File: src/common/crop_pkg.sv
// Behaviour
// - comparator level change wakes when enabled
// - range bits five and four pick ladder
// - four-bit level selects ladder tap
// - sixteen equal steps per range
// - reference bit seven routes comparator to pin
// - amp enable bit seven takes pin
// - amp bit six reads comparison result
// - amp bit five selects timer sampling
// - amp bits four-two select minus input
// - amp bits one-zero select plus input
// - offset trim four-bit code, signed steps
// - amp result counts timer two/three
// - amp result gates pwm when optioned
package crop_pkg;
  localparam logic [7:0] ADDR_OFFSET_TRIM = 8'h07;
  localparam logic [7:0] ADDR_AMP_CONTROL = 8'h1A;
  localparam logic [7:0] ADDR_REF_SELECT = 8'h19;
  localparam logic [7:0] ADDR_IRQ_STATUS = 8'h40;
  localparam logic [7:0] ADDR_IRQ_CLEAR = 8'h41;
  localparam logic [7:0] ADDR_IRQ_ENABLE = 8'h42;
  localparam int BIT_REF_PIN = 7;
  localparam int BIT_REF_WAKE = 6;
  localparam int BIT_REF_HIGH = 5;
  localparam int BIT_REF_LOW = 4;
  localparam int BIT_AMP_EN = 7;
  localparam int BIT_AMP_RESULT = 6;
  localparam int BIT_AMP_SAMPLE = 5;
  localparam logic [7:0] RST_REG = 8'h00;
  localparam logic [2:0] MINUS_PA3 = 3'h0;
  localparam logic [2:0] MINUS_PA4 = 3'h1;
  localparam logic [2:0] MINUS_BANDGAP = 3'h2;
  localparam logic [2:0] MINUS_LADDER = 3'h3;
  localparam logic [2:0] MINUS_PB6 = 3'h4;
  localparam logic [1:0] PLUS_PA4 = 2'h0;
  localparam logic [1:0] PLUS_GND = 2'h1;
  localparam logic [1:0] PLUS_LADDER = 2'h2;
  localparam int IRQ_WAKE = 0;
  localparam int IRQ_AMP_EDGE = 1;
  localparam int IRQ_BITS = 2;
endpackage

File: src/common/crop_sync_if.sv
`timescale 1ns/1ps
interface crop_sync_if;
  logic level;
  logic stable;
  logic changed;
  modport src(input level);
  modport dst(output stable, output changed);
endinterface

File: src/core/crop_ctrl.sv
// The implementer's own choice: the plain strobed port.
`timescale 1ns/1ps
// register file and selection logic for ladder reference and amplifier
module crop_ctrl import crop_pkg::*; (
  // system
  input wire logic clock_i,
  input wire logic rst_b_i,
  // register port
  input wire logic [7:0] addr_i,
  input wire logic [7:0] wdata_i,
  input wire logic wr_i,
  input wire logic rd_i,
  output logic [7:0] rdata_o,
  // analog results and timer
  input wire logic cmp_result_i,
  input wire logic amp_result_i,
  input wire logic timer_two_clock_i,
  input wire logic amp_result_pwm_gate_option_i,
  // analog controls
  output logic [1:0] ref_range_o,
  output logic [3:0] ref_level_o,
  output logic [5:0] ref_tap_o,
  output logic amp_enable_o,
  output logic [2:0] amp_minus_sel_o,
  output logic [1:0] amp_plus_sel_o,
  output logic [3:0] amp_offset_o,
  // pin and system
  output logic pa0_cmp_out_en_o,
  output logic pa0_amp_takeover_o,
  output logic amp_result_o,
  output logic amp_timer_count_o,
  output logic amp_pwm_gate_o,
  output logic wake_o,
  output logic irq_o
);
  typedef struct packed {
    logic [7:0] ref_sel;
    logic [7:0] amp_ctl;
    logic [3:0] trim;
    logic [IRQ_BITS-1:0] status;
    logic [IRQ_BITS-1:0] enable;
    logic [7:0] rdata;
    logic held;
    logic wake;
    logic irq;
    logic [5:0] tap;
    // registered pin and result outputs
    logic amp_res;
    logic cmp_pin;
    logic pwm_gate;
  } crop_ctrl_t;
  crop_ctrl_t st;
  crop_ctrl_t next_st;
  crop_sync_if cmp_s();
  crop_sync_if amp_s();
  crop_sync_if tm_s();
  logic [5:0] tap;
  logic amp_out;
  logic tm_rise;
  logic [IRQ_BITS-1:0] events;
  logic [IRQ_BITS-1:0] clr;

  crop_edge u_cmp (
    .clock_i(clock_i),
    .rst_b_i(rst_b_i),
    .level_i(cmp_s.level),
    .stable_o(cmp_s.stable),
    .changed_o(cmp_s.changed)
  );
  crop_edge u_amp (
    .clock_i(clock_i),
    .rst_b_i(rst_b_i),
    .level_i(amp_s.level),
    .stable_o(amp_s.stable),
    .changed_o(amp_s.changed)
  );
  crop_edge u_tm (
    .clock_i(clock_i),
    .rst_b_i(rst_b_i),
    .level_i(tm_s.level),
    .stable_o(tm_s.stable),
    .changed_o(tm_s.changed)
  );
  crop_tap u_tap (
    .range_i(st.ref_sel[BIT_REF_HIGH:BIT_REF_LOW]),
    .level_i(st.ref_sel[3:0]),
    .tap_o(tap)
  );
  assign cmp_s.level = cmp_result_i;
  assign amp_s.level = amp_result_i;
  assign tm_s.level = timer_two_clock_i;

  // timer rising edge and result path choice
  always_comb begin
    tm_rise = tm_s.changed & tm_s.stable;
    amp_out = st.amp_ctl[BIT_AMP_SAMPLE] ? st.held : amp_s.stable;
  end

  // event sources and clear word
  always_comb begin
    events = '0;
    events[IRQ_WAKE] = st.ref_sel[BIT_REF_WAKE] & cmp_s.changed;
    events[IRQ_AMP_EDGE] = st.amp_ctl[BIT_AMP_EN] & amp_s.changed;
    clr = (wr_i && addr_i == ADDR_IRQ_CLEAR) ? wdata_i[IRQ_BITS-1:0] : '0;
  end

  // register writes, reads and derived outputs
  always_comb begin
    next_st = st;
    if (wr_i) begin
      case (addr_i)
        ADDR_REF_SELECT: next_st.ref_sel = wdata_i;
        ADDR_AMP_CONTROL: begin
          next_st.amp_ctl[7] = wdata_i[7];
          next_st.amp_ctl[5:0] = wdata_i[5:0];
        end
        ADDR_OFFSET_TRIM: next_st.trim = wdata_i[3:0];
        ADDR_IRQ_ENABLE: next_st.enable = wdata_i[IRQ_BITS-1:0];
        default: next_st.ref_sel = st.ref_sel;
      endcase
    end
    // set wins over clear
    next_st.status = (st.status & ~clr) | events;
    // hold on timer edge
    if (tm_rise) begin
      next_st.held = amp_s.stable;
    end
    next_st.rdata = 8'h00;
    if (rd_i) begin
      case (addr_i)
        ADDR_AMP_CONTROL: next_st.rdata = {st.amp_ctl[7], amp_s.stable, st.amp_ctl[5:0]};
        ADDR_OFFSET_TRIM: next_st.rdata = {4'h0, st.trim};
        ADDR_IRQ_STATUS: next_st.rdata = {6'h00, st.status};
        ADDR_IRQ_ENABLE: next_st.rdata = {6'h00, st.enable};
        default: next_st.rdata = 8'h00; // write-only and unmapped read zero
      endcase
    end
    next_st.wake = events[IRQ_WAKE];
    next_st.irq = |(next_st.status & next_st.enable);
    next_st.tap = tap;
    // pin ownership and result outputs come straight from flops
    next_st.amp_res = amp_out;
    next_st.cmp_pin = next_st.ref_sel[BIT_REF_PIN] & ~next_st.amp_ctl[BIT_AMP_EN];
    next_st.pwm_gate = amp_out & amp_result_pwm_gate_option_i;
  end

  // state register
  always_ff @(posedge clock_i) begin
    if (!rst_b_i) begin
      st <= '0;
    end else begin
      st <= next_st;
    end
  end

  // output registers (amp result drives timers and pwm)
  assign rdata_o = st.rdata;
  assign ref_range_o = st.ref_sel[5:4];
  assign ref_level_o = st.ref_sel[3:0];
  assign ref_tap_o = st.tap;
  assign amp_enable_o = st.amp_ctl[BIT_AMP_EN];
  assign amp_minus_sel_o = st.amp_ctl[4:2];
  assign amp_plus_sel_o = st.amp_ctl[1:0];
  assign amp_offset_o = st.trim;

  // pin ownership: comparator output is kept off the pin while the amp owns it
  assign pa0_cmp_out_en_o = st.cmp_pin;
  assign pa0_amp_takeover_o = st.amp_ctl[BIT_AMP_EN];
  assign amp_result_o = st.amp_res;
  assign amp_timer_count_o = st.amp_res;
  assign amp_pwm_gate_o = st.pwm_gate;
  assign wake_o = st.wake;
  assign irq_o = st.irq;

  // checks
  property p_wake;
    @(posedge clock_i) disable iff (!rst_b_i)
      (st.ref_sel[BIT_REF_WAKE] && cmp_s.changed) |=> wake_o;
  endproperty
  a_wake: assert property (p_wake) else $error("wake missing");
  property p_nowake;
    @(posedge clock_i) disable iff (!rst_b_i)
      !st.ref_sel[BIT_REF_WAKE] |=> !wake_o;
  endproperty
  a_nowake: assert property (p_nowake) else $error("spurious wake");
  property p_take;
    @(posedge clock_i) disable iff (!rst_b_i)
      (wr_i && addr_i == ADDR_AMP_CONTROL && wdata_i[7]) |=> pa0_amp_takeover_o;
  endproperty
  a_take: assert property (p_take) else $error("no takeover");
  property p_tap;
    @(posedge clock_i) disable iff (!rst_b_i)
      (wr_i && addr_i == ADDR_REF_SELECT) |=> ##1 ref_tap_o == $past(wdata_i[5:0], 2);
  endproperty
  a_tap: assert property (p_tap) else $error("tap wrong");
  property p_hold;
    @(posedge clock_i) disable iff (!rst_b_i)
      (st.amp_ctl[BIT_AMP_SAMPLE] && !tm_rise && $stable(st.amp_ctl)) |=> $stable(st.held);
  endproperty
  a_hold: assert property (p_hold) else $error("held moved");
  property p_rd;
    @(posedge clock_i) disable iff (!rst_b_i)
      (rd_i && addr_i == ADDR_AMP_CONTROL) |=> rdata_o[6] == $past(amp_s.stable);
  endproperty
  a_rd: assert property (p_rd) else $error("result bit wrong");
  property p_trim;
    @(posedge clock_i) disable iff (!rst_b_i)
      (wr_i && addr_i == ADDR_OFFSET_TRIM) |=> amp_offset_o == $past(wdata_i[3:0]);
  endproperty
  a_trim: assert property (p_trim) else $error("trim wrong");
  property p_pin;
    @(posedge clock_i) disable iff (!rst_b_i)
      pa0_amp_takeover_o |-> !pa0_cmp_out_en_o;
  endproperty
  a_pin: assert property (p_pin) else $error("pa0 fight");

  // range bits land one cycle after the write
  property p_range;
    @(posedge clock_i) disable iff (!rst_b_i)
      (wr_i && addr_i == ADDR_REF_SELECT)
      |=> ref_range_o == $past(wdata_i[BIT_REF_HIGH:BIT_REF_LOW]);
  endproperty
  a_range: assert property (p_range) else $error("range wrong");

  // level field lands one cycle after the write
  property p_level;
    @(posedge clock_i) disable iff (!rst_b_i)
      (wr_i && addr_i == ADDR_REF_SELECT)
      |=> ref_level_o == $past(wdata_i[3:0]);
  endproperty
  a_level: assert property (p_level) else $error("level wrong");

  // reference select is write-only and reads back zero
  property p_ref_wo;
    @(posedge clock_i) disable iff (!rst_b_i)
      (rd_i && addr_i == ADDR_REF_SELECT)
      |=> rdata_o == 8'h00;
  endproperty
  a_ref_wo: assert property (p_ref_wo) else $error("ref readable");

  // pin output follows the enable bit while the amp is off
  property p_pin_on;
    @(posedge clock_i) disable iff (!rst_b_i)
      (wr_i && addr_i == ADDR_REF_SELECT && wdata_i[BIT_REF_PIN] && !amp_enable_o)
      |=> pa0_cmp_out_en_o;
  endproperty
  a_pin_on: assert property (p_pin_on) else $error("pin output missing");

  // clearing the enable bit takes the comparator off the pin
  property p_pin_off;
    @(posedge clock_i) disable iff (!rst_b_i)
      (wr_i && addr_i == ADDR_REF_SELECT && !wdata_i[BIT_REF_PIN])
      |=> !pa0_cmp_out_en_o;
  endproperty
  a_pin_off: assert property (p_pin_off) else $error("pin output stuck");

  // disabling the amp hands the pin back
  property p_release;
    @(posedge clock_i) disable iff (!rst_b_i)
      (wr_i && addr_i == ADDR_AMP_CONTROL && !wdata_i[BIT_AMP_EN])
      |=> !pa0_amp_takeover_o && !amp_enable_o;
  endproperty
  a_release: assert property (p_release) else $error("pin not released");

  // minus input select lands one cycle after the write
  property p_minus;
    @(posedge clock_i) disable iff (!rst_b_i)
      (wr_i && addr_i == ADDR_AMP_CONTROL)
      |=> amp_minus_sel_o == $past(wdata_i[4:2]);
  endproperty
  a_minus: assert property (p_minus) else $error("minus select wrong");

  // plus input select lands one cycle after the write
  property p_plus;
    @(posedge clock_i) disable iff (!rst_b_i)
      (wr_i && addr_i == ADDR_AMP_CONTROL)
      |=> amp_plus_sel_o == $past(wdata_i[1:0]);
  endproperty
  a_plus: assert property (p_plus) else $error("plus select wrong");

  // direct mode passes the synchronised result through
  property p_direct;
    @(posedge clock_i) disable iff (!rst_b_i)
      !st.amp_ctl[BIT_AMP_SAMPLE]
      |=> amp_result_o == $past(amp_s.stable);
  endproperty
  a_direct: assert property (p_direct) else $error("direct result wrong");

  // sampled mode shows only the held value
  property p_sampled;
    @(posedge clock_i) disable iff (!rst_b_i)
      st.amp_ctl[BIT_AMP_SAMPLE]
      |=> amp_result_o == $past(st.held);
  endproperty
  a_sampled: assert property (p_sampled) else $error("sampled result wrong");

  // timer rising edge loads the held value
  property p_load;
    @(posedge clock_i) disable iff (!rst_b_i)
      tm_rise
      |=> st.held == $past(amp_s.stable);
  endproperty
  a_load: assert property (p_load) else $error("held not loaded");

  // pwm gate stays low without the option
  property p_pwm_off;
    @(posedge clock_i) disable iff (!rst_b_i)
      !amp_result_pwm_gate_option_i
      |=> !amp_pwm_gate_o;
  endproperty
  a_pwm_off: assert property (p_pwm_off) else $error("pwm gate leaks");

  // pwm gate follows the result with the option
  property p_pwm_on;
    @(posedge clock_i) disable iff (!rst_b_i)
      amp_result_pwm_gate_option_i
      |=> amp_pwm_gate_o == amp_result_o;
  endproperty
  a_pwm_on: assert property (p_pwm_on) else $error("pwm gate wrong");

  // an enabled wake event raises the interrupt
  property p_irq;
    @(posedge clock_i) disable iff (!rst_b_i)
      (events[IRQ_WAKE] && st.enable[IRQ_WAKE] && !(wr_i && addr_i == ADDR_IRQ_ENABLE))
      |=> irq_o;
  endproperty
  a_irq: assert property (p_irq) else $error("irq missing");

  // no comparator change, no wake
  property p_quiet;
    @(posedge clock_i) disable iff (!rst_b_i)
      !cmp_s.changed
      |=> !wake_o;
  endproperty
  a_quiet: assert property (p_quiet) else $error("wake without change");

  // main scenarios reached
  c_wake: cover property (@(posedge clock_i) disable iff (!rst_b_i) wake_o);
  c_irq: cover property (@(posedge clock_i) disable iff (!rst_b_i) irq_o);
  c_samp: cover property (@(posedge clock_i) disable iff (!rst_b_i)
    st.amp_ctl[BIT_AMP_SAMPLE] && tm_rise);
  c_take: cover property (@(posedge clock_i) disable iff (!rst_b_i)
    pa0_amp_takeover_o && amp_result_o);
  c_pwm: cover property (@(posedge clock_i) disable iff (!rst_b_i) amp_pwm_gate_o);
endmodule

File: src/core/crop_edge.sv
`timescale 1ns/1ps
// two-stage synchroniser plus change detector on the second stage
module crop_edge import crop_pkg::*; (
  input wire logic clock_i,
  input wire logic rst_b_i,
  input wire logic level_i,
  output logic stable_o,
  output logic changed_o
);
  typedef struct packed {
    logic s1;
    logic s2;
    logic s3;
  } crop_edge_t;
  crop_edge_t st;
  crop_edge_t next_st;
  // shift through the stages
  always_comb begin
    next_st = st;
    next_st.s1 = level_i;
    next_st.s2 = st.s1;
    next_st.s3 = st.s2;
  end
  always_ff @(posedge clock_i) begin
    if (!rst_b_i) begin
      st <= '0;
    end else begin
      st <= next_st;
    end
  end
  assign stable_o = st.s2;
  assign changed_o = st.s2 ^ st.s3;
endmodule

File: src/core/crop_tap.sv
`timescale 1ns/1ps
// ladder tap index: range bits above level field, one of 64 taps
module crop_tap import crop_pkg::*; (
  input wire logic [1:0] range_i,
  input wire logic [3:0] level_i,
  output logic [5:0] tap_o
);
  // sixteen equal steps within each range
  assign tap_o = {range_i, level_i};
endmodule

File: config.mk
export PLATFORM = sky130hd
export DESIGN_NAME = crop_ctrl
export DESIGN_NICKNAME = d
export VERILOG_FILES = /design/src/common/crop_pkg.sv /design/src/common/crop_sync_if.sv /design/src/core/crop_ctrl.sv /design/src/core/crop_edge.sv /design/src/core/crop_tap.sv
export SDC_FILE = /design/constraint.sdc
export NUM_CORES = 1
export LEC_CHECK = 0
export BUFFER_PORTS_ARGS = -buffer_cell sky130_fd_sc_hd__buf_2
export CORE_AREA = 2 2 68 70
export CTS_CLUSTER_DIAMETER = 30
export DETAILED_ROUTE_END_ITERATION = 8
export DIE_AREA = 0 0 70 72
export PLACE_DENSITY_LB_ADDON = 0.3
export SETUP_SLACK_MARGIN = 0.1
export SLEW_MARGIN = 20
export SYNTH_ARGS = -nofsm -noshare
export SYNTH_HDL_FRONTEND = slang
export SYNTH_SLANG_ARGS = --single-unit
File: constraint.sdc
create_clock -name clock_i -period 2.8 [get_ports clock_i]
set_input_delay 0.84 -clock clock_i [delete_from_list [all_inputs] [get_ports clock_i]]
set_output_delay 0.84 -clock clock_i [all_outputs]
set_load 0.01 [all_outputs]
==> results of run 1 <==
-- per-layer routing --
metal | GRT usage | vias to the layer above | part of all wire
li1 | - | 733 | -
met2 | 0.256 | 34 | 0.47
met3 | 0.0500 | 7 | 0.054
met4 | 0.0641 | 0 | 0.016
met5 | 0 | - | 0
met1 | 0.205 | 642 | 0.46
-- final cells by class --
cell class	instances	area (sq um)	area share
sequential	52	1040	0.445
multi-input combinational	115	792	0.339
inverter	3	11.3	0.00481
clock inverter	2	35.0	0.0150
clock buffer	6	72.6	0.0310
tap	52	65.1	0.0278
timing repair buffer	63	323	0.138
-- sequential cells by signal, summed over array words and instances (netlist names), 2 cells and up --
register and count:
rdata_o 8, st 8, ref_tap_o 6, amp_offset_o 4, ref_level_o 4, amp_minus_sel_o 3, amp_plus_sel_o 2, ref_range_o 2
-- synthesized netlist by cell type --
cell | number | area share
sky130_fd_sc_hd__dfxtp_1 | 52 | 0.49
sky130_fd_sc_hd__buf_4 | 31 | 0.11
sky130_fd_sc_hd__and2_1 | 17 | 0.050
sky130_fd_sc_hd__mux2i_1 | 17 | 0.080
sky130_fd_sc_hd__nor2b_1 | 16 | 0.047
sky130_fd_sc_hd__nand2_1 | 12 | 0.021
sky130_fd_sc_hd__a21boi_0 | 8 | 0.028
sky130_fd_sc_hd__nand3_1 | 8 | 0.019
sky130_fd_sc_hd__clkbuf_1 | 7 | 0.012
sky130_fd_sc_hd__and3_1 | 5 | 0.015
sky130_fd_sc_hd__a22oi_1 | 4 | 0.014
sky130_fd_sc_hd__buf_2 | 3 | 0.0071
sky130_fd_sc_hd__inv_1 | 3 | 0.0053
sky130_fd_sc_hd__nor2_1 | 3 | 0.0053
sky130_fd_sc_hd__or3_1 | 3 | 0.0089
sky130_fd_sc_hd__a21oi_1 | 2 | 0.0047
sky130_fd_sc_hd__a31oi_1 | 2 | 0.0059
sky130_fd_sc_hd__and3b_1 | 2 | 0.0083
sky130_fd_sc_hd__nand4_1 | 2 | 0.0059
sky130_fd_sc_hd__nor3b_1 | 2 | 0.0071
sky130_fd_sc_hd__xor2_1 | 2 | 0.0083
sky130_fd_sc_hd__a41oi_1 | 1 | 0.0041
sky130_fd_sc_hd__and2b_1 | 1 | 0.0035
sky130_fd_sc_hd__nand3b_1 | 1 | 0.0035
sky130_fd_sc_hd__nand4b_1 | 1 | 0.0041
sky130_fd_sc_hd__nor3_1 | 1 | 0.0024
sky130_fd_sc_hd__nor4_4 | 1 | 0.010
sky130_fd_sc_hd__o22ai_1 | 1 | 0.0030
sky130_fd_sc_hd__or3_4 | 1 | 0.0053
sky130_fd_sc_hd__or4_1 | 1 | 0.0035
sky130_fd_sc_hd__or4b_1 | 1 | 0.0047
-- per-stage QoR --
stage | power [mW] | instance area [sq um]
after floorplan | 0.797 | 2120
after global placement | 0.826 | 2230
after detailed placement | 0.826 | 2230
after CTS | 1.33 | 2340
after global routing | 1.36 | 2340
final | 1.31 | 2340
-- final timing paths --
kind / depth (start not counted) / end / slack (ns) / startpoint
worst max-delay path: 5 / pa0_cmp_out_en_o / 0.62 / addr_i[2]
worst min-delay path: 1 / u_amp.stable_o / 0.44 / u_amp.next_st[1]
worst max register to register: 4 / irq_o / 1.74 / u_cmp.st[0]
worst min register to register: 1 / u_amp.stable_o / 0.44 / u_amp.next_st[1]
-- cells by family (layout without fill, tap and decap cells) --
kind of cell | count (synthesis) | in the layout | share of synthesized area
multiplexers | 17 | 17 | 0.0803
XOR/XNOR | 2 | 2 | 0.00827
flip-flops | 52 | 52 | 0.491
AND/OR/NAND/NOR | 78 | 78 | 0.225
AO/OA/AOI/OAI | 18 | 18 | 0.0603
buffers and inverters | 44 | 74 | 0.135
-- power by group --
group	internal (mW)	switching [mW]
logic	0.0274	0.0326
clock network	0.265	0.238
registers	0.745	0.00261
-- critical path: stages --
cell and delay (ns):
sky130_fd_sc_hd__buf_2 0.11, sky130_fd_sc_hd__or3_4 0.40, sky130_fd_sc_hd__or4b_1 0.66, sky130_fd_sc_hd__mux2i_1 0.18, sky130_fd_sc_hd__and3b_1 0.18
==> metrics list, run 1 <==
* Setup violators final: 0
- Number of buffer cells added on primary ports: 60
- Die X: about 70 um
* CTS H-tree depth: 2
* Final global-route overflow total: 0
* Core region area: approximately 4300 sq um
- Inst Count DP: between 200 and 300
* Residual antenna-violating net count after detailed routing: 0
* Later-pin clock latency in the skew report: roughly 0.30 ns
- Final HPWL DP: 2740 um
- Ratio of total power to cell area: 560 nW/um^2
- The initial antenna violation count is 0.
- Required @ worst endpoint: ~3.0 ns
* Top library cells by usage in the layout, fill and taps aside: sky130_fd_sc_hd__buf_2 (60), sky130_fd_sc_hd__dfxtp_1 (52), sky130_fd_sc_hd__mux2i_1 (17), sky130_fd_sc_hd__and2_1 (17), sky130_fd_sc_hd__nor2b_1 (16)
* Flops & latches, synth: 52
- Post-cts hold buffer count: 0
- Hold is met by between 0.4 and 0.5 ns.
- The number of antenna diodes in the final layout is 0.
- Starting density of the core: 0.497
* RSZ-0062 raised after global routing: false
* Number of library cell types mapped by synthesis: 31
- Vias per Instance: ~4.8
- Of the synthesized area, sequential elements account for 0.491.
- The worst pin sits at a relative slew slack of 0.694.
- Sink count of the clock tree: 52
- The final count of hold timing violations was 0.
- Register clock-pin slew on the reported worst setup and hold paths: 0.09 ns
* Maximum vdd drop: around 0.37 mV
- Once layout is complete, the utilization of the core stands at 0.549.
* Final weighted congestion in routability-driven placement: 0.805
- The number of nets handed over by synthesis was 235.
- Period utilisation layout: 0.780
* Transition time at the pin with the least slew margin: 0.455 ns
- The max-slew violation count was 0.
- Clock tree root buffer cell: sky130_fd_sc_hd__clkbuf_8
- Worst Skew: around 0.0073 ns
* Final Non-Filler Cells: a little under 300
- The library cell used most frequently in the layout, excluding fill and tap cells, is sky130_fd_sc_hd__buf_2.
- In this run the count of I/O pins placed on the die edge is 61.
* Worst setup slack after placement: between 0.2 and 0.3 ns
- Max Clk Rate: ~460 MHz
- After detailed routing, the total wire length is between 3000 and 4000 um.
- Share of final-layout standard cells stronger than drive strength 1: 0.299
- Maximum number of pins on one net before global-route repair: 29
* Leakage power: 1.08 nW
- Compared with the post-synthesis result, the final layout area differs by 10.5%.
* Mean instance size in the synthesized netlist: 10.0 sq um
- Post-CTS repair changed the size of 0 cells.
- In the final routed layout, each cell accounts on average for about 13 um.
- Along the worst path, the maximum fanout reaches 7.
- Kind of critical path: input pin to flop
- Maximum clock insertion buffer count: 2
* Starting DRT DRC Count: 75
- Across all setup checks in the final design, the least slack found is ~0.6 ns.
* Syn Inst Count: around 210
* Post-CTS Repair Setup Buffers: 0
- Std-Cell Rows: 24
* DR vias: between 1000 and 1500
- Max-Cap Viols: 0
- Endpoint type of the worst setup path: flop
- For the worst setup path, the data arrival time is ~2.4 ns.
- Buffers inserted during clock tree synthesis total 5.
- Aggregate global-route resource usage: 0.161
* Count of nets after finishing: roughly 260
- First-pass GRT wire length: between 6000 and 7000 um
- Tmin final: 2.18 ns
- Post-Synthesis Cell Area: roughly 2100 sq um
- Result of the run: complete, no violations
- The min-delay analysis places its worst path in the category flop to flop.
- The die is 72 um tall.
- Category of the worst setup path launch point: input pin
* Vias in the first global route: between 1000 and 1500
- After detailed routing, the number of remaining DRC violations is 0.
* Count of fill cells added during filler insertion: around 400
* Clock tree from TritonCTS: built
- The floorplan step defined a die boundary enclosing just over 5000 sq um.
- Synth warnings: 0
* Setup TNS: 0 ns
- DRT Pass-1 Iters: 4
(Power assumes the default switching activity.)
==> run 2, diff against run 1 <==
- clock period: 2.8 -> 2.1 ns (I/O delays scaled with it)
==> run 2 against run 1 <==
Effect of this change: non-clock buffer count increased by 14; critical path depth is the same; sequential power increased by 33%; cell count up 4.8%; die area did not move; utilization rose by 2.9 points; count of clock-buffer cells in the layout increased by 1; combinational power up 57%; sequential cell count is the same; routed wire length increased by 5.8%; total power grew 39%.
==> metrics list, run 2 (synthesis results as in run 1) <==
- Final non-filler cell area: between 2000 and 2500 sq um
- Endpoint type of the worst setup path: flop
* Sum of internal, switching and leakage power: 1.82 mW
* Worst Skew: ~0.0026 ns
- The worst hold path belongs to the class flop to flop.
- The first global-routing pass estimated around 6500 um of wire.
* Leakage power: about 1.2 nW
- The worst register-to-register path ends at irq_o.
* Register clock-pin slew on the reported worst setup and hold paths: around 0.090 ns
- Wire length on met2: between 1500 and 2000 um
- Starting density of the core: 0.497
* Required @ worst endpoint: between 2 and 2.5 ns
* Maximum vdd drop: between 0.5 and 0.6 mV
- Period utilisation layout: 0.893
- Aggregate global-route resource usage: 0.162
- The highest layer touched by signal routing is met4.
- Worst Hold End: u_cmp.stable_o
- Routed length per instance: 12.9 um
* CTS H-tree depth: 2
- The number of clock buffers added by TritonCTS is 5.
- Setup violators final: 0
* Setup TNS: 0 ns
- Maximum number of pins on one net before global-route repair: 26
- Maximum clock insertion buffer count: 2
- Length of routed wiring on met1: about 1900 um
* R2R Path Start: u_cmp.st[0]
- Clock tree from TritonCTS: built
- At the end of routability-driven placement, the weighted congestion stood at 0.808.
* Max-Cap Viols: 0
* Multi-input gate area: between 700 and 800 sq um
- Top library cells by usage in the layout, fill and taps aside: sky130_fd_sc_hd__buf_2 (60), sky130_fd_sc_hd__dfxtp_1 (52), sky130_fd_sc_hd__mux2i_1 (17), sky130_fd_sc_hd__and2_1 (17), sky130_fd_sc_hd__buf_4 (17)
- After filler insertion, the fill cell instance count of the layout stands at approximately 380.
- Result of the run: complete, no violations
- The initial antenna violation count is 0.
* Std-Cell Rows: 24
- After detailed routing, the total wire length is between 3000 and 4000 um.
* Layout area overhead: 16.3%
* Remaining design rule violation count: 0
* Sink count of the clock tree: 52
- Number of placed I/O pins: 61
* Headroom to the max-slew limit: 0.839
- Crit path DAT: 2.07 ns
* Kind of critical path: input pin to flop
- R2r setup slk: approximately 1.0 ns
- The floorplan step defined a die boundary enclosing ~5000 sq um.
* Clock tree root buffer cell: sky130_fd_sc_hd__clkbuf_8
* Vias in the first global route: between 1000 and 1500
* FF+latch area: approximately 1000 sq um
* Post-cts hold buffer count: 0
* Transition time at the pin with the least slew margin: between 0.2 and 0.25 ns
* Largest fanout on the critical path: 4
- The repair_antennas step left the layout with diodes totalling 0.
- After layout, the minimum clock period comes to 1.88 ns.
* Met3 wirelength from detailed routing: ~270 um
- The worst setup path is launched from an input pin.
* Launch point of the worst hold path: u_cmp.next_st[1]
- Die X: 70 um
- Once detailed placement completed, the half-perimeter wirelength came to roughly 2900 um.
- Cell count of the worst reg-to-reg path: 4
- Final count of hold timing violations: 0
* Leading cell type in the layout, fill and taps excluded: sky130_fd_sc_hd__buf_2
- Ratio of total power to cell area: 740 nW/um^2
- After detailed placement, the total cell area comes to about 2300 sq um.
* Number of cells on the worst hold path: 1
- Count of nets after finishing: between 200 and 300
- Final hold analysis gives a worst-case slack of around 0.44 ns.
* Post-CTS Repair Setup Buffers: 0
* Final number of max-transition violations: 0
- Vias per Instance: between 4 and 5
- Max Clk Rate: around 530 MHz
- Later-pin clock latency in the skew report: around 0.29 ns
- The first TritonRoute pass finished after 4 iterations.
* Die extent in y: slightly above 70 um
* Number of buffer cells added on primary ports: 60
- The final route contains between 1000 and 1500 vias.
- Final global-route overflow total: 0
- Starting DRT DRC Count: between 70 and 80
- The core region is around 4300 sq um.
- After clock tree synthesis, the repair step resized 0 gates.
- In the final layout, the share of cells above drive strength 1 is 0.341.
- Residual antenna-violating net count after detailed routing: 0
- RSZ-0062 raised after global routing: false
run 2: changes by cell type in the layout (fill, tap and decap cells not counted):
| cell | delta |
|---|---|
| sky130_fd_sc_hd__clkbuf_8 | +2 |
| sky130_fd_sc_hd__buf_4 | +14 |
| sky130_fd_sc_hd__clkinv_2 | -1 |
| sky130_fd_sc_hd__clkbuf_1 | -1 |
run 2: stage by stage:
stage	instances	utilization	setup WS (ns)
6_report	307	0.578	0.224
5_1_grt	307	0.578	0.160
4_1_cts	307	0.578	0.222
3_5_place_dp	299	0.548	-0.0973
3_3_place_gp	299	0.548	-0.0667
2_1_floorplan	211	-	0.0167
run 2: worst max path at each step:
| stage | start | to | slack, ns | cells past startpoint |
|---|---|---|---|---|
| after floorplan | addr_i[2] | st[43] | 0.02 | 4 |
| after global placement | addr_i[2] | pa0_cmp_out_en_o | -0.07 | 5 |
| after detailed placement | addr_i[2] | pa0_cmp_out_en_o | -0.1 | 5 |
| after CTS | addr_i[2] | pa0_cmp_out_en_o | 0.22 | 5 |
| after global routing | addr_i[2] | pa0_cmp_out_en_o | 0.16 | 5 |
| final | addr_i[2] | pa0_cmp_out_en_o | 0.22 | 5 |
run 2: critical path: stages:
cell and delay, ns:
sky130_fd_sc_hd__buf_2 0.11, sky130_fd_sc_hd__or3_4 0.38, sky130_fd_sc_hd__or4b_1 0.62, sky130_fd_sc_hd__mux2i_1 0.17, sky130_fd_sc_hd__and3b_1 0.17
run 2: power breakdown:
group	internal, mW	total (mW)	switching [mW]
registers	0.994	0.997	0.00338
logic	0.0473	0.0943	0.0469
clock network	0.421	0.731	0.310
run 2: layout make-up:
cell class / count / area share
Clock inverter: 1 / 0.0122
Multi-Input combinational cell: 115 / 0.321
Sequential cell: 52 / 0.423
Inverter: 3 / 0.00457
Timing Repair Buffer: 77 / 0.174
Tap cell: 52 / 0.0264
Clock buffer: 7 / 0.0391
run 2: metal layers:
metal / up-vias / global-route usage
met1: 675 / 0.218
met4: 0 / 0.0385
met5: - / 0
met2: 48 / 0.254
li1: 762 / -
met3: 2 / 0.0569
==> run 3, diff against run 2 <==
--- a/config.mk
+++ b/config.mk
@@ -9,3 +9,3 @@
 export CORE_AREA = 2 2 68 70
-export CTS_CLUSTER_DIAMETER = 30
+export CTS_CLUSTER_DIAMETER = 200
 export DETAILED_ROUTE_END_ITERATION = 8
@@ -13,2 +13,3 @@
 export PLACE_DENSITY_LB_ADDON = 0.3
+export RECOVER_POWER = 25
 export SETUP_SLACK_MARGIN = 0.1
==> constraint.sdc (replaced) <==
create_clock -name clock_i -period 2.1 [get_ports clock_i]
set_input_delay 0.42 -clock clock_i [delete_from_list [all_inputs] [get_ports clock_i]]
set_output_delay 0.42 -clock clock_i [all_outputs]
set_load 0.01 [all_outputs]
==> run 3 against run 2 <==
Effect of this change: die area is the same; utilization shrank 2.8 points; highest routed layer unchanged; sequential power about the same; worst hold slack got worse by 0.13 ns; largest cell class unchanged.
==> metrics list, run 3 (synthesis results as in run 1) <==
- Result of the run: complete, no violations
- Worst setup slack after placement: 0.0901 ns
* Ratio of total power to cell area: 712 nW/um^2
- The largest individual stage delay along the critical path comes from the cell sky130_fd_sc_hd__or4b_1.
- CP delay by family, top: simple AND/OR/NAND/NOR gates
- Of the total power, registers draw 0.597.
- The initialized floorplan defines 24 standard-cell rows.
- The number of setup buffers added after CTS is 0.
- The via count of the first global-routing pass is about 1400.
* Maximum number of pins on one net before global-route repair: 24
- The first global-routing pass estimated around 6200 um of wire.
- Reported net switching power: ~400 uW
- Post-cts hold buffer count: 0
* Largest fanout on the critical path: 5
- The total overflow left after global routing is 0.
* Max Clk Rate: between 500 and 600 MHz
- Subtracting the final worst setup slack from the clock period gives 1.68 ns.
- Clock tree from TritonCTS: built
* Maximum vdd drop: approximately 0.50 mV
- Post-CTS repair changed the size of 0 cells.
- Endpoint type of the worst setup path: flop
- Headroom to the max-slew limit: 0.507
* CTS H-tree depth: 2
- Layout area overhead: 10.8%
* Setup TNS: 0 ns
- Required @ worst endpoint: between 2 and 2.5 ns
- Measured along the y axis, the die boundary spans 72 um.
* Final non-filler cell area: around 2300 sq um
- Worst Skew: ~0.0041 ns
- Number of buffer cells added on primary ports: 60
- At the pin with the least slew margin, the transition time is between 0.7 and 0.8 ns.
- Number of placed I/O pins: between 60 and 70
* Period utilisation layout: 0.802
- In the post-route analysis, the smallest setup slack over all paths is 0.415 ns.
- Leakage power: around 1.1 nW
- Once detail routing completed, the nets flagged for antenna violations numbered 0.
- Leading cell type in the layout, fill and taps excluded: sky130_fd_sc_hd__buf_2
* Proportion of total power due to net switching: 0.235
- Walking the worst path, the cells encountered are buf_2, or3_4, or4b_1, mux2i_1, and3b_1.
- The critical path is of the input pin to flop type.
- The final count of hold timing violations is 0.
- Register clock-pin slew on the reported worst setup and hold paths: 0.10 ns
- Remaining design rule violation count: 0
- After detailed routing, the total wire length is 3780 um.
- The number of clock buffers added by TritonCTS is 5.
- Detailed placement ended at an HPWL of roughly 2800 um.
- Setup violations remaining at the end of the flow were counted as 0.
- The later pin in the worst-skew pair is clocked with a latency of around 0.3 ns.
- Category of the worst setup path launch point: input pin
- Power share of the clock group: 0.354
- Number of antenna repair diodes: 0
- Maximum clock insertion buffer count: 2
- Using the TritonRoute via totals, the vias-per-cell ratio works out to about 4.8.
* Core Util, Final: 0.550
* Tightest Hold Check Type: input pin to flop
- Final number of max-transition violations: 0
- Count of nets after finishing: roughly 270
* Antenna violations before repair: 0
* DRT Pass-1 Iters: 4
- Starting DRT DRC Count: 69
- Inst Count DP: approximately 290
- Area of the die: 5040 sq um
- Cell internal power was estimated by the tool at ~1.3 mW.
* Core region area: about 4300 sq um
* Starting density of the core: 0.497
- Summing over every cut layer, the via total after detailed routing is 1433.
- Clock tree synthesis selected as its root buffer the cell sky130_fd_sc_hd__clkbuf_8.
- Sink count of the clock tree: 52
- Crit path DAT: 1.94 ns
* Placement-stage cell area: between 2000 and 2500 sq um
- The largest single stage delay on the critical path is ~0.63 ns.
- Routability-driven placement finished with a final weighted congestion of between 0.7 and 0.8.
* RSZ-0062 raised after global routing: false
- Max-Cap Viols: 0
- Combinational share of power: 0.049
- Die X: 70 um
* Sum of internal, switching and leakage power: around 1.7 mW
- Count of fill cells added during filler insertion: slightly above 400
- Share of final-layout standard cells stronger than drive strength 1: 0.295
- WHS: between 0.3 and 0.4 ns
* Top library cells by usage in the layout, fill and taps aside: sky130_fd_sc_hd__buf_2 (56), sky130_fd_sc_hd__dfxtp_1 (52), sky130_fd_sc_hd__mux2i_1 (17)
* Routed length per instance: 12.8 um
- Across every metal layer, demand over resource in global routing totals 0.157.
- CP Buf/Inv Count: 1
- The count of cells in the finished layout, fillers not included, comes to 296.
[run 3: cell count changes in the layout (fill, tap and decap cells not counted), sizes merged]
cell | before | now
clkinv | 0 | 1
inv | 3 | 4
clkinvlp | 0 | 1
bufinv | 1 | 0
clkbuf | 7 | 9
buf | 77 | 62
[run 3: power groups by stage]
stage	clock network, mW	logic [mW]	registers [mW]
after global placement	0	0.0831	1.02
after CTS	0.608	0.0835	0.998
final	0.591	0.0823	0.997
after global routing	0.649	0.0907	0.999
after detailed placement	0	0.0830	1.02
after floorplan	0	0.0427	1.02
[run 3: final cells by class]
class | instances | area [sq um] | share of cell area
clock inverter | 3 | 27.5 | 0.0117
timing repair buffer | 66 | 340 | 0.145
multi-input combinational | 115 | 792 | 0.338
tap | 52 | 65.1 | 0.0277
inverter | 3 | 11.3 | 0.00480
clock buffer | 5 | 68.8 | 0.0293
sequential | 52 | 1040 | 0.444
[run 3: worst paths after layout]
kind                                  startpoint          endpoint  slack (ns)  cells past startpoint
worst max-delay path                   addr_i[2]  pa0_cmp_out_en_o        0.42                      5
worst max register to register       u_cmp.st[0]             irq_o        1.03                      4
worst min-delay path                cmp_result_i  u_cmp.next_st[1]        0.31                      2
worst min register to register  u_cmp.next_st[1]    u_cmp.stable_o        0.44                      1
[run 3: routing by layer]
layer,vias to the layer above,global-route usage,part of all wire,wire (um)
met4,0,0.0577,0.011,40
li1,736,-,-,-
met1,659,0.183,0.46,1730
met3,4,0.0486,0.054,205
met5,-,0,0,0
met2,34,0.273,0.48,1800
